--- src/hw/ism_regs.svh ---
// Constants for the interrupt source map and wake-up detection
`ifndef ISM_REGS_SVH
`define ISM_REGS_SVH

// Source numbers
`define ISM_SRC_SERIAL0_RX   0
`define ISM_SRC_SERIAL0_TX   1
`define ISM_SRC_SERIAL1_RX   2
`define ISM_SRC_SERIAL1_TX   3
`define ISM_SRC_TIMER0_CMP0  8
`define ISM_SRC_TIMER0_CMP1  9
`define ISM_SRC_EXT_PIN_A    19
`define ISM_SRC_EXT_PIN_B    20
`define ISM_SRC_CONV_B_SW    23
`define ISM_SRC_CONV_B_TMR   24
`define ISM_SRC_ENCODER0     25
`define ISM_SRC_EXT_PIN_C    30
`define ISM_SRC_SERIAL_BUS   31

// Counts
`define ISM_NUM_SRC          32
`define ISM_NUM_WAKE         3

// Active level codes in wake_active_level_sel
`define ISM_LVL_LOW          2'h0
`define ISM_LVL_HIGH         2'h1
`define ISM_LVL_FALL         2'h2
`define ISM_LVL_RISE         2'h3

// Wake slice index of each pin
`define ISM_WAKE_IDX_A       0
`define ISM_WAKE_IDX_B       1
`define ISM_WAKE_IDX_C       2

// Slot mask seed and sync fill depth
`define ISM_SLOT_ONE         32'h0000_0001
`define ISM_ARM_STAGES       3

// Reset values
`define ISM_WAKE_EN_RST      3'h0
`define ISM_PIN_RST          3'h0
`define ISM_ARM_RST          3'h0
`define ISM_IRQ_RST          32'h0000_0000

`endif

--- src/hw/ism_pkg.sv ---
// Types for the interrupt source map
package ism_pkg;
    // Per-wake-source mode setting
    typedef struct packed {
        logic       wake_source_enable;
        logic [1:0] wake_active_level_sel;
    } ism_wake_mode_s;
endpackage

--- src/hw/ism_top.sv ---
// Interrupt source aggregation with wake-source edge/level detection
//
// Function
// [RL1] CPU takes high line as request
// [RL2] Direct peripheral lines drive high when pending
// [RL3] Wake peripheral requests detected on edges
// [RL4] Pins selectable level or edge, either polarity
// [RL5] Software sets enable and active level
// [RL6] Detected request goes to CPU high
// [RL7] Serial 0/1 rx, tx at 0..3
// [RL8] Timer0 compare0/overflow 8, compare1 9
// [RL9] Pins 19, 20, 30 are wake sources
// [RL10] Converter B software 23, timer 24
// [RL11] Encoder0 at 25, serial bus 31
// [RL12] Detected request held until cleared
// [RL13] Edges latched, levels follow input
// [RL14] Other lines forwarded by source number
`timescale 1ns/1ps
`include "ism_regs.svh"

module ism_top
    import ism_pkg::*;
(
    input  wire logic                    ref_clk_in,
    input  wire logic                    rst_in,
    input  wire logic [`ISM_NUM_SRC-1:0] periph_irq_in,
    input  wire logic                    ext_pin_a_irq_in,
    input  wire logic                    ext_pin_b_irq_in,
    input  wire logic                    ext_pin_c_irq_in,
    input  wire ism_wake_mode_s          wake_source_mode_in
                                         [`ISM_NUM_WAKE],
    input  wire logic [`ISM_NUM_WAKE-1:0] wake_request_clear_in,
    output logic [`ISM_NUM_SRC-1:0]      cpu_irq_out
);

    ////////////////////////////////////////////////////////////////////
    // Pin synchronisers: pins are asynchronous to the system clock
    logic [`ISM_NUM_WAKE-1:0] pin_meta_reg;
    logic [`ISM_NUM_WAKE-1:0] pin_sync_reg;
    logic [`ISM_NUM_WAKE-1:0] pin_prev_reg;
    wire  [`ISM_NUM_WAKE-1:0] pin_raw;

    assign pin_raw = {ext_pin_c_irq_in, ext_pin_b_irq_in,
                      ext_pin_a_irq_in};

    // Two stages against metastability; only the second is read
    always_ff @(posedge ref_clk_in) begin
        if (rst_in) begin
            pin_meta_reg <= `ISM_PIN_RST;
            pin_sync_reg <= `ISM_PIN_RST;
        end else begin
            pin_meta_reg <= pin_raw;
            pin_sync_reg <= pin_meta_reg;
        end
    end

    // One more stage of history for edge detection
    always_ff @(posedge ref_clk_in) begin
        if (rst_in) begin
            pin_prev_reg <= `ISM_PIN_RST;
        end else begin
            pin_prev_reg <= pin_sync_reg;
        end
    end

    // Fill marker: a pin already high at release is not taken for a
    // rise, since the history still holds reset values for a while
    logic [`ISM_ARM_STAGES-1:0] arm_reg;
    wire                        sync_armed;

    always_ff @(posedge ref_clk_in) begin
        if (rst_in) begin
            arm_reg <= `ISM_ARM_RST;
        end else begin
            arm_reg <= {arm_reg[`ISM_ARM_STAGES-2:0], 1'h1};
        end
    end

    assign sync_armed = arm_reg[`ISM_ARM_STAGES-1];

    ////////////////////////////////////////////////////////////////////
    // Wake-source detection, one slice per pin
    logic [`ISM_NUM_WAKE-1:0] held_reg;
    logic [`ISM_NUM_WAKE-1:0] held_next;
    wire  [`ISM_NUM_WAKE-1:0] wake_req;

    genvar g;
    generate
        for (g = 0; g < `ISM_NUM_WAKE; g++) begin : g_wake
            // Mode fields and pin views
            wire       en;
            wire [1:0] lvl;
            wire       clr;
            wire       pin_now;
            wire       pin_before;
            // Level code decodes
            wire       want_low;
            wire       want_high;
            wire       want_fall;
            wire       want_rise;
            wire       is_edge;
            // Detection terms
            wire       rise;
            wire       fall;
            wire       edge_hit;
            wire       lvl_hit;
            wire       set_hit;
            wire       keep_hit;

            // Mode fields and clear of this source
            assign en  = wake_source_mode_in[g].wake_source_enable;
            assign lvl = wake_source_mode_in[g].wake_active_level_sel;
            assign clr = wake_request_clear_in[g];

            // Second sync stage and its history only
            assign pin_now    = pin_sync_reg[g];
            assign pin_before = pin_prev_reg[g];

            // One decode per active level code
            assign want_low  = (lvl == `ISM_LVL_LOW);
            assign want_high = (lvl == `ISM_LVL_HIGH);
            assign want_fall = (lvl == `ISM_LVL_FALL);
            assign want_rise = (lvl == `ISM_LVL_RISE);
            assign is_edge   = want_rise | want_fall;

            // Edges only count once the history is filled
            assign rise = sync_armed & pin_now & ~pin_before;
            assign fall = sync_armed & ~pin_now & pin_before;

            // Detection by the configured active level
            assign edge_hit = (want_rise & rise) | (want_fall & fall); // RL3
            assign lvl_hit  = (want_high & pin_now) |
                              (want_low & ~pin_now); // RL4

            // Set wins over clear so a coincident edge is not lost
            assign set_hit      = en & edge_hit;
            assign keep_hit     = held_reg[g] & ~clr;
            assign held_next[g] = set_hit | keep_hit; // RL12 RL13

            // Level request exists only while the level stands
            assign wake_req[g] = en & (is_edge ? held_next[g]
                                               : lvl_hit); // RL13 RL6
        end
    endgenerate

    // Edge latches
    always_ff @(posedge ref_clk_in) begin
        if (rst_in) begin
            held_reg <= `ISM_WAKE_EN_RST;
        end else begin
            held_reg <= held_next;
        end
    end

    ////////////////////////////////////////////////////////////////////
    // Named direct sources, each active high from its peripheral
    // Serial channels
    wire serial0_rx_irq;
    wire serial0_tx_irq;
    wire serial1_rx_irq;
    wire serial1_tx_irq;

    // First timer channel
    wire timer0_cmp0_ovf_irq;
    wire timer0_cmp1_irq;

    // Second converter unit
    wire conv_b_sw_done_irq;
    wire conv_b_timer_done_irq;

    // Encoder and serial bus
    wire encoder0_irq;
    wire serial_bus_irq;

    // Serial channels
    assign serial0_rx_irq = periph_irq_in[`ISM_SRC_SERIAL0_RX]; // RL2
    assign serial0_tx_irq = periph_irq_in[`ISM_SRC_SERIAL0_TX]; // RL2
    assign serial1_rx_irq = periph_irq_in[`ISM_SRC_SERIAL1_RX]; // RL2
    assign serial1_tx_irq = periph_irq_in[`ISM_SRC_SERIAL1_TX]; // RL2

    // First timer channel
    assign timer0_cmp0_ovf_irq = periph_irq_in[`ISM_SRC_TIMER0_CMP0];
    assign timer0_cmp1_irq     = periph_irq_in[`ISM_SRC_TIMER0_CMP1];

    // Second converter unit
    assign conv_b_sw_done_irq    = periph_irq_in[`ISM_SRC_CONV_B_SW];
    assign conv_b_timer_done_irq = periph_irq_in[`ISM_SRC_CONV_B_TMR];

    // Encoder and serial bus
    assign encoder0_irq   = periph_irq_in[`ISM_SRC_ENCODER0];
    assign serial_bus_irq = periph_irq_in[`ISM_SRC_SERIAL_BUS];

    // Named wake sources; their direct lines are ignored on purpose
    wire ext_pin_a_irq;
    wire ext_pin_b_irq;
    wire ext_pin_c_irq;

    assign ext_pin_a_irq = wake_req[`ISM_WAKE_IDX_A];
    assign ext_pin_b_irq = wake_req[`ISM_WAKE_IDX_B];
    assign ext_pin_c_irq = wake_req[`ISM_WAKE_IDX_C];

    ////////////////////////////////////////////////////////////////////
    // Slots held by a named source; the pass-through may not claim them
    localparam logic [`ISM_NUM_SRC-1:0] named_slot_mask =
        // Serial channels
        (`ISM_SLOT_ONE << `ISM_SRC_SERIAL0_RX)  |
        (`ISM_SLOT_ONE << `ISM_SRC_SERIAL0_TX)  |
        (`ISM_SLOT_ONE << `ISM_SRC_SERIAL1_RX)  |
        (`ISM_SLOT_ONE << `ISM_SRC_SERIAL1_TX)  |
        // First timer channel
        (`ISM_SLOT_ONE << `ISM_SRC_TIMER0_CMP0) |
        (`ISM_SLOT_ONE << `ISM_SRC_TIMER0_CMP1) |
        // Wake pins
        (`ISM_SLOT_ONE << `ISM_SRC_EXT_PIN_A)   |
        (`ISM_SLOT_ONE << `ISM_SRC_EXT_PIN_B)   |
        (`ISM_SLOT_ONE << `ISM_SRC_EXT_PIN_C)   |
        // Converter, encoder and serial bus
        (`ISM_SLOT_ONE << `ISM_SRC_CONV_B_SW)   |
        (`ISM_SLOT_ONE << `ISM_SRC_CONV_B_TMR)  |
        (`ISM_SLOT_ONE << `ISM_SRC_ENCODER0)    |
        (`ISM_SLOT_ONE << `ISM_SRC_SERIAL_BUS);

    // Source map: wake pins replace their slots, others pass through
    wire [`ISM_NUM_SRC-1:0] irq_next;

    // Unnamed slots pass straight through by source number
    genvar s;
    generate
        for (s = 0; s < `ISM_NUM_SRC; s++) begin : g_slot
            if (!named_slot_mask[s]) begin : g_pass
                assign irq_next[s] = periph_irq_in[s]; // RL14 RL2
            end
        end
    endgenerate

    // Serial channels
    assign irq_next[`ISM_SRC_SERIAL0_RX]  = serial0_rx_irq;        // RL7
    assign irq_next[`ISM_SRC_SERIAL0_TX]  = serial0_tx_irq;        // RL7
    assign irq_next[`ISM_SRC_SERIAL1_RX]  = serial1_rx_irq;        // RL7
    assign irq_next[`ISM_SRC_SERIAL1_TX]  = serial1_tx_irq;        // RL7

    // First timer channel
    assign irq_next[`ISM_SRC_TIMER0_CMP0] = timer0_cmp0_ovf_irq;   // RL8
    assign irq_next[`ISM_SRC_TIMER0_CMP1] = timer0_cmp1_irq;       // RL8

    // Wake pins, each from its detector slice
    assign irq_next[`ISM_SRC_EXT_PIN_A]   = ext_pin_a_irq;         // RL9
    assign irq_next[`ISM_SRC_EXT_PIN_B]   = ext_pin_b_irq;         // RL9
    assign irq_next[`ISM_SRC_EXT_PIN_C]   = ext_pin_c_irq;         // RL9

    // Converter, encoder and serial bus
    assign irq_next[`ISM_SRC_CONV_B_SW]   = conv_b_sw_done_irq;    // RL10
    assign irq_next[`ISM_SRC_CONV_B_TMR]  = conv_b_timer_done_irq; // RL10
    assign irq_next[`ISM_SRC_ENCODER0]    = encoder0_irq;          // RL11
    assign irq_next[`ISM_SRC_SERIAL_BUS]  = serial_bus_irq;        // RL11

    // Registered so every output comes from a flip-flop; costs one
    // cycle of latency to the CPU
    always_ff @(posedge ref_clk_in) begin
        if (rst_in) begin
            cpu_irq_out <= `ISM_IRQ_RST;
        end else begin
            cpu_irq_out <= irq_next; // RL1 RL7 RL8 RL10
        end
    end

endmodule

--- config.mk ---
export PLATFORM = sky130hd
export DESIGN_NAME = ism_top
export DESIGN_NICKNAME = d
export VERILOG_FILES = /design/src/hw/ism_pkg.sv /design/src/hw/ism_top.sv
export VERILOG_INCLUDE_DIRS = /design/src /design/src/hw
export SDC_FILE = /design/constraint.sdc
export NUM_CORES = 1
export LEC_CHECK = 0
export BUFFER_PORTS_ARGS = -buffer_cell sky130_fd_sc_hd__buf_2
export CORE_UTILIZATION = 45
export CTS_CLUSTER_SIZE = 28
export DETAILED_ROUTE_END_ITERATION = 8
export HOLD_SLACK_MARGIN = 0.15
export PLACE_DENSITY = 0.81
export SYNTH_ARGS = -nofsm -noshare
export SYNTH_HDL_FRONTEND = slang
export SYNTH_SLANG_ARGS = --single-unit
--- constraint.sdc ---
create_clock -name ref_clk_in -period 2.4 [get_ports ref_clk_in]
set_clock_uncertainty 0.2 [all_clocks]
set_input_delay 0 -clock ref_clk_in [delete_from_list [all_inputs] [get_ports ref_clk_in]]
set_output_delay 0 -clock ref_clk_in [all_outputs]
set_load 0.03 [all_outputs]
==> results.py <==
metrics = {
    "floorplan": {
        "core-area_um2": 3030,
        "rows": 20,
        "start_util": 0.473,
        "die_area_um2": 3410,
        "dieWidth_um": 58.4,
        "die_y_um": 58.4,
        "ios": 81,
    },
    "critical_path": {
        "criticalPathCategory": "input pin to register",
        "crit_fanout": 27,
        "path_cells": "dlygate4sd3_1 -> clkbuf_4 -> inv_1 -> nand2_1 -> dlygate4sd3_1 -> a21oi_1 -> dlygate4sd3_1",
        "critical_path_required_ns": 2.46,
        "cp_slowest_cell": "dlygate4sd3_1",
        "end_kind": "register",
        "startpoint_type": "input pin",
        "cp_data_arrival_time_ns": 2.23,
        "crit_top_cell": "dlygate4sd3_1",
        "cpPeakStageDelay_ns": 0.57,
    },
    "sta": {
        "hold_violations": 0,
        "slew_violations": 0,
        "setup-violations-final": 0,
        "fin_setup_tns_ns": 0,
        "worst_slew_pin_slew_ns": 0.295,
        "relSlewSlack": 0.803,
        "fmax_ghz": 0.460,
        "fin_ws_ns": 0.227,
        "finalCritPeriodShare": 0.905,
        "fin_crit_ns": 2.17,
        "rsz0062_at_grt": "false",
    },
    "finish": {
        "layout_common_cells": "79 x dlygate4sd3_1, 76 x buf_2, 47 x dfxtp_1",
        "nets": 333,
        "regMostFlops": "cpu_irq_out",
        "syn2layout_area_growth_pct": 88.3,
        "fin_util": 0.890,
        "largest_register_ffs": 32,
        "final_common_cell": "dlygate4sd3_1",
        "antennaDiodeCount": 0,
        "drive_above_1_share": 0.300,
    },
    "outcome": {
        "status": "finished clean",
    },
    "synth": {
        "ys_seq_area_frac": 0.657,
        "synth_cell_types": 19,
        "synth.net_count": 173,
        "synth-seq-cells": 47,
        "synth_top_area_cell": "dfxtp_1",
        "synthCells": 124,
        "synth_area_um2": 1430,
        "avgSynthCellArea_um2": 11.5,
        "synth_area_leaders": "dfxtp_1 66%, nor2b_1 17%, a21oi_1 2.1%, and3b_1 1.8%, o2111ai_1 1.8%",
        "synth.top_cell.area_share": 0.657,
        "yosysWarnings": 0,
    },
    "route": {
        "wire_per_inst_um": 13.8,
        "first_pass_iters": 4,
        "num_vias": 1473,
        "wirelength_um": 4520,
        "via_per_inst": 4.50,
        "postRouteAntennaNets": 0,
        "drtIter0Drc": 48,
        "drcViolationCount": 0,
    },
    "power_and_ir_drop": {
        "power.density_nw_per_um2": 535,
        "max-vdd-ir-drop_mv": 0.445,
        "p_int_mw": 1.07,
        "switching_share": 0.259,
        "p_leak_nw": 1.31,
        "p_comb_frac": 0.189,
        "clkPwrFrac": 0.237,
        "p_switching_mw": 0.374,
        "p_seq_frac": 0.574,
    },
    "global_routing": {
        "grt_max_degree": 28,
        "grt_pass1_vias": 1599,
        "antenna_found_initial": 0,
        "grt_pass1_wl_um": 7040,
        "grt-ovfl-total": 0,
        "grt_usage": 0.287,
    },
    "cts": {
        "insertion_delay_ns": 0.36,
        "cts_root_buf": "clkbuf_4",
        "cts.sinks": 47,
        "cts_tree": "yes",
        "cts-htree-levels": 2,
        "clkTransAtPathRegs_ns": 0.12,
        "cts_setup_buffers": 0,
        "numCtsBuffers": 5,
        "clock_path_buffers": 2,
    },
    "placement": {
        "dp_hpwl_um": 1910,
        "place_ws_ns": 1.19,
        "portBuffers": 77,
        "gp_congestion": 0.654,
    },
    "worst_hold_path": {
        "worstHoldPathType": "register to register",
    },
    "job": {
        "max_cap_violations": 0,
    },
}
[Yosys cell counts]
| cell type | n |
|---|---|
| mux2_2 | 2 |
| a21oi_1 | 6 |
| buf_2 | 3 |
| nor3_1 | 1 |
| nor3b_1 | 3 |
| o21ai_1 | 1 |
| dfxtp_1 | 47 |
| clkbuf_1 | 1 |
| inv_1 | 2 |
| nand3b_1 | 1 |
| and3b_1 | 3 |
| or3_1 | 1 |
| nand3_1 | 1 |
| o311a_1 | 1 |
| nor2b_1 | 40 |
| o2111ai_1 | 3 |
| nand2_1 | 3 |
| nand2b_1 | 3 |
| xor2_1 | 2 |
[logic make-up (layout without fill, tap and decap cells)]
logic type / count (synthesis) / after routing / share of synthesized area
buffers and inverters: 6 / 165 / 0.0184
AOI/OAI and AO/OA: 11 / 11 / 0.0498
xor gates and xnor gates: 2 / 2 / 0.0122
and+or+nand+nor: 56 / 56 / 0.247
muxes: 2 / 2 / 0.0157
DFF: 47 / 47 / 0.657
[final timing paths]
| check | to | cells past startpoint | start | slack [ns] |
|---|---|---|---|---|
| worst max-delay path | cpu_irq_out[30] | 7 | rst_in | 0.23 |
| worst min-delay path | pin_sync_reg[2] | 1 | pin_meta_reg[2] | 0.25 |
| worst max register to register | cpu_irq_out[19] | 4 | pin_sync_reg[0] | 0.60 |
| worst min register to register | pin_sync_reg[2] | 1 | pin_meta_reg[2] | 0.25 |
[area by class of cell]
class	instances	area, um^2
fill	144	333
inverter	2	7.51
timing repair buffer	157	1190
multi-input combinational	71	464
sequential	47	941
clock buffer	6	41.3
tap	44	55.1
[per-layer routing]
metal  vias to the layer above  share of wire  track usage
li1                        716              -            -
met3                        13          0.066       0.0703
met2                        69           0.53        0.558
met4                         0          0.028        0.150
met5                         -              0            0
met1                       675           0.37        0.274
[critical path: cells and delay by family]
family,cells,cell delay (ns)
AND/OR/NAND/NOR,1,0.09
buffers and inverters,5,2.09
AO/OA/AOI/OAI,1,0.04
[what timing repair did]
item	in CTS	in global routing
hold buffers	79	0
gates resized for setup	0	1
endpoints found under the hold margin	47	0
endpoints found under the setup margin	0	1
[power groups by stage]
stage | combinational [mW] | sequential, mW | clock (mW)
finish | 0.273 | 0.828 | 0.342
global route | 0.289 | 0.832 | 0.373
CTS | 0.260 | 0.827 | 0.332
detailed placement | 0.169 | 0.844 | 0
global placement | 0.164 | 0.842 | 0
floorplan | 0.0409 | 0.900 | 0
[per-stage QoR]
step	total power [mW]	cells	hold WS (ns)	area, um^2
after floorplan	0.941	124	-0.128	1430
after global placement	1.01	242	0.00633	1860
after detailed placement	1.01	242	0.0134	1860
after CTS	1.42	327	0.252	2690
after global routing	1.49	327	0.251	2700
final	1.44	327	0.254	2700
(Power assumes the default switching activity.)
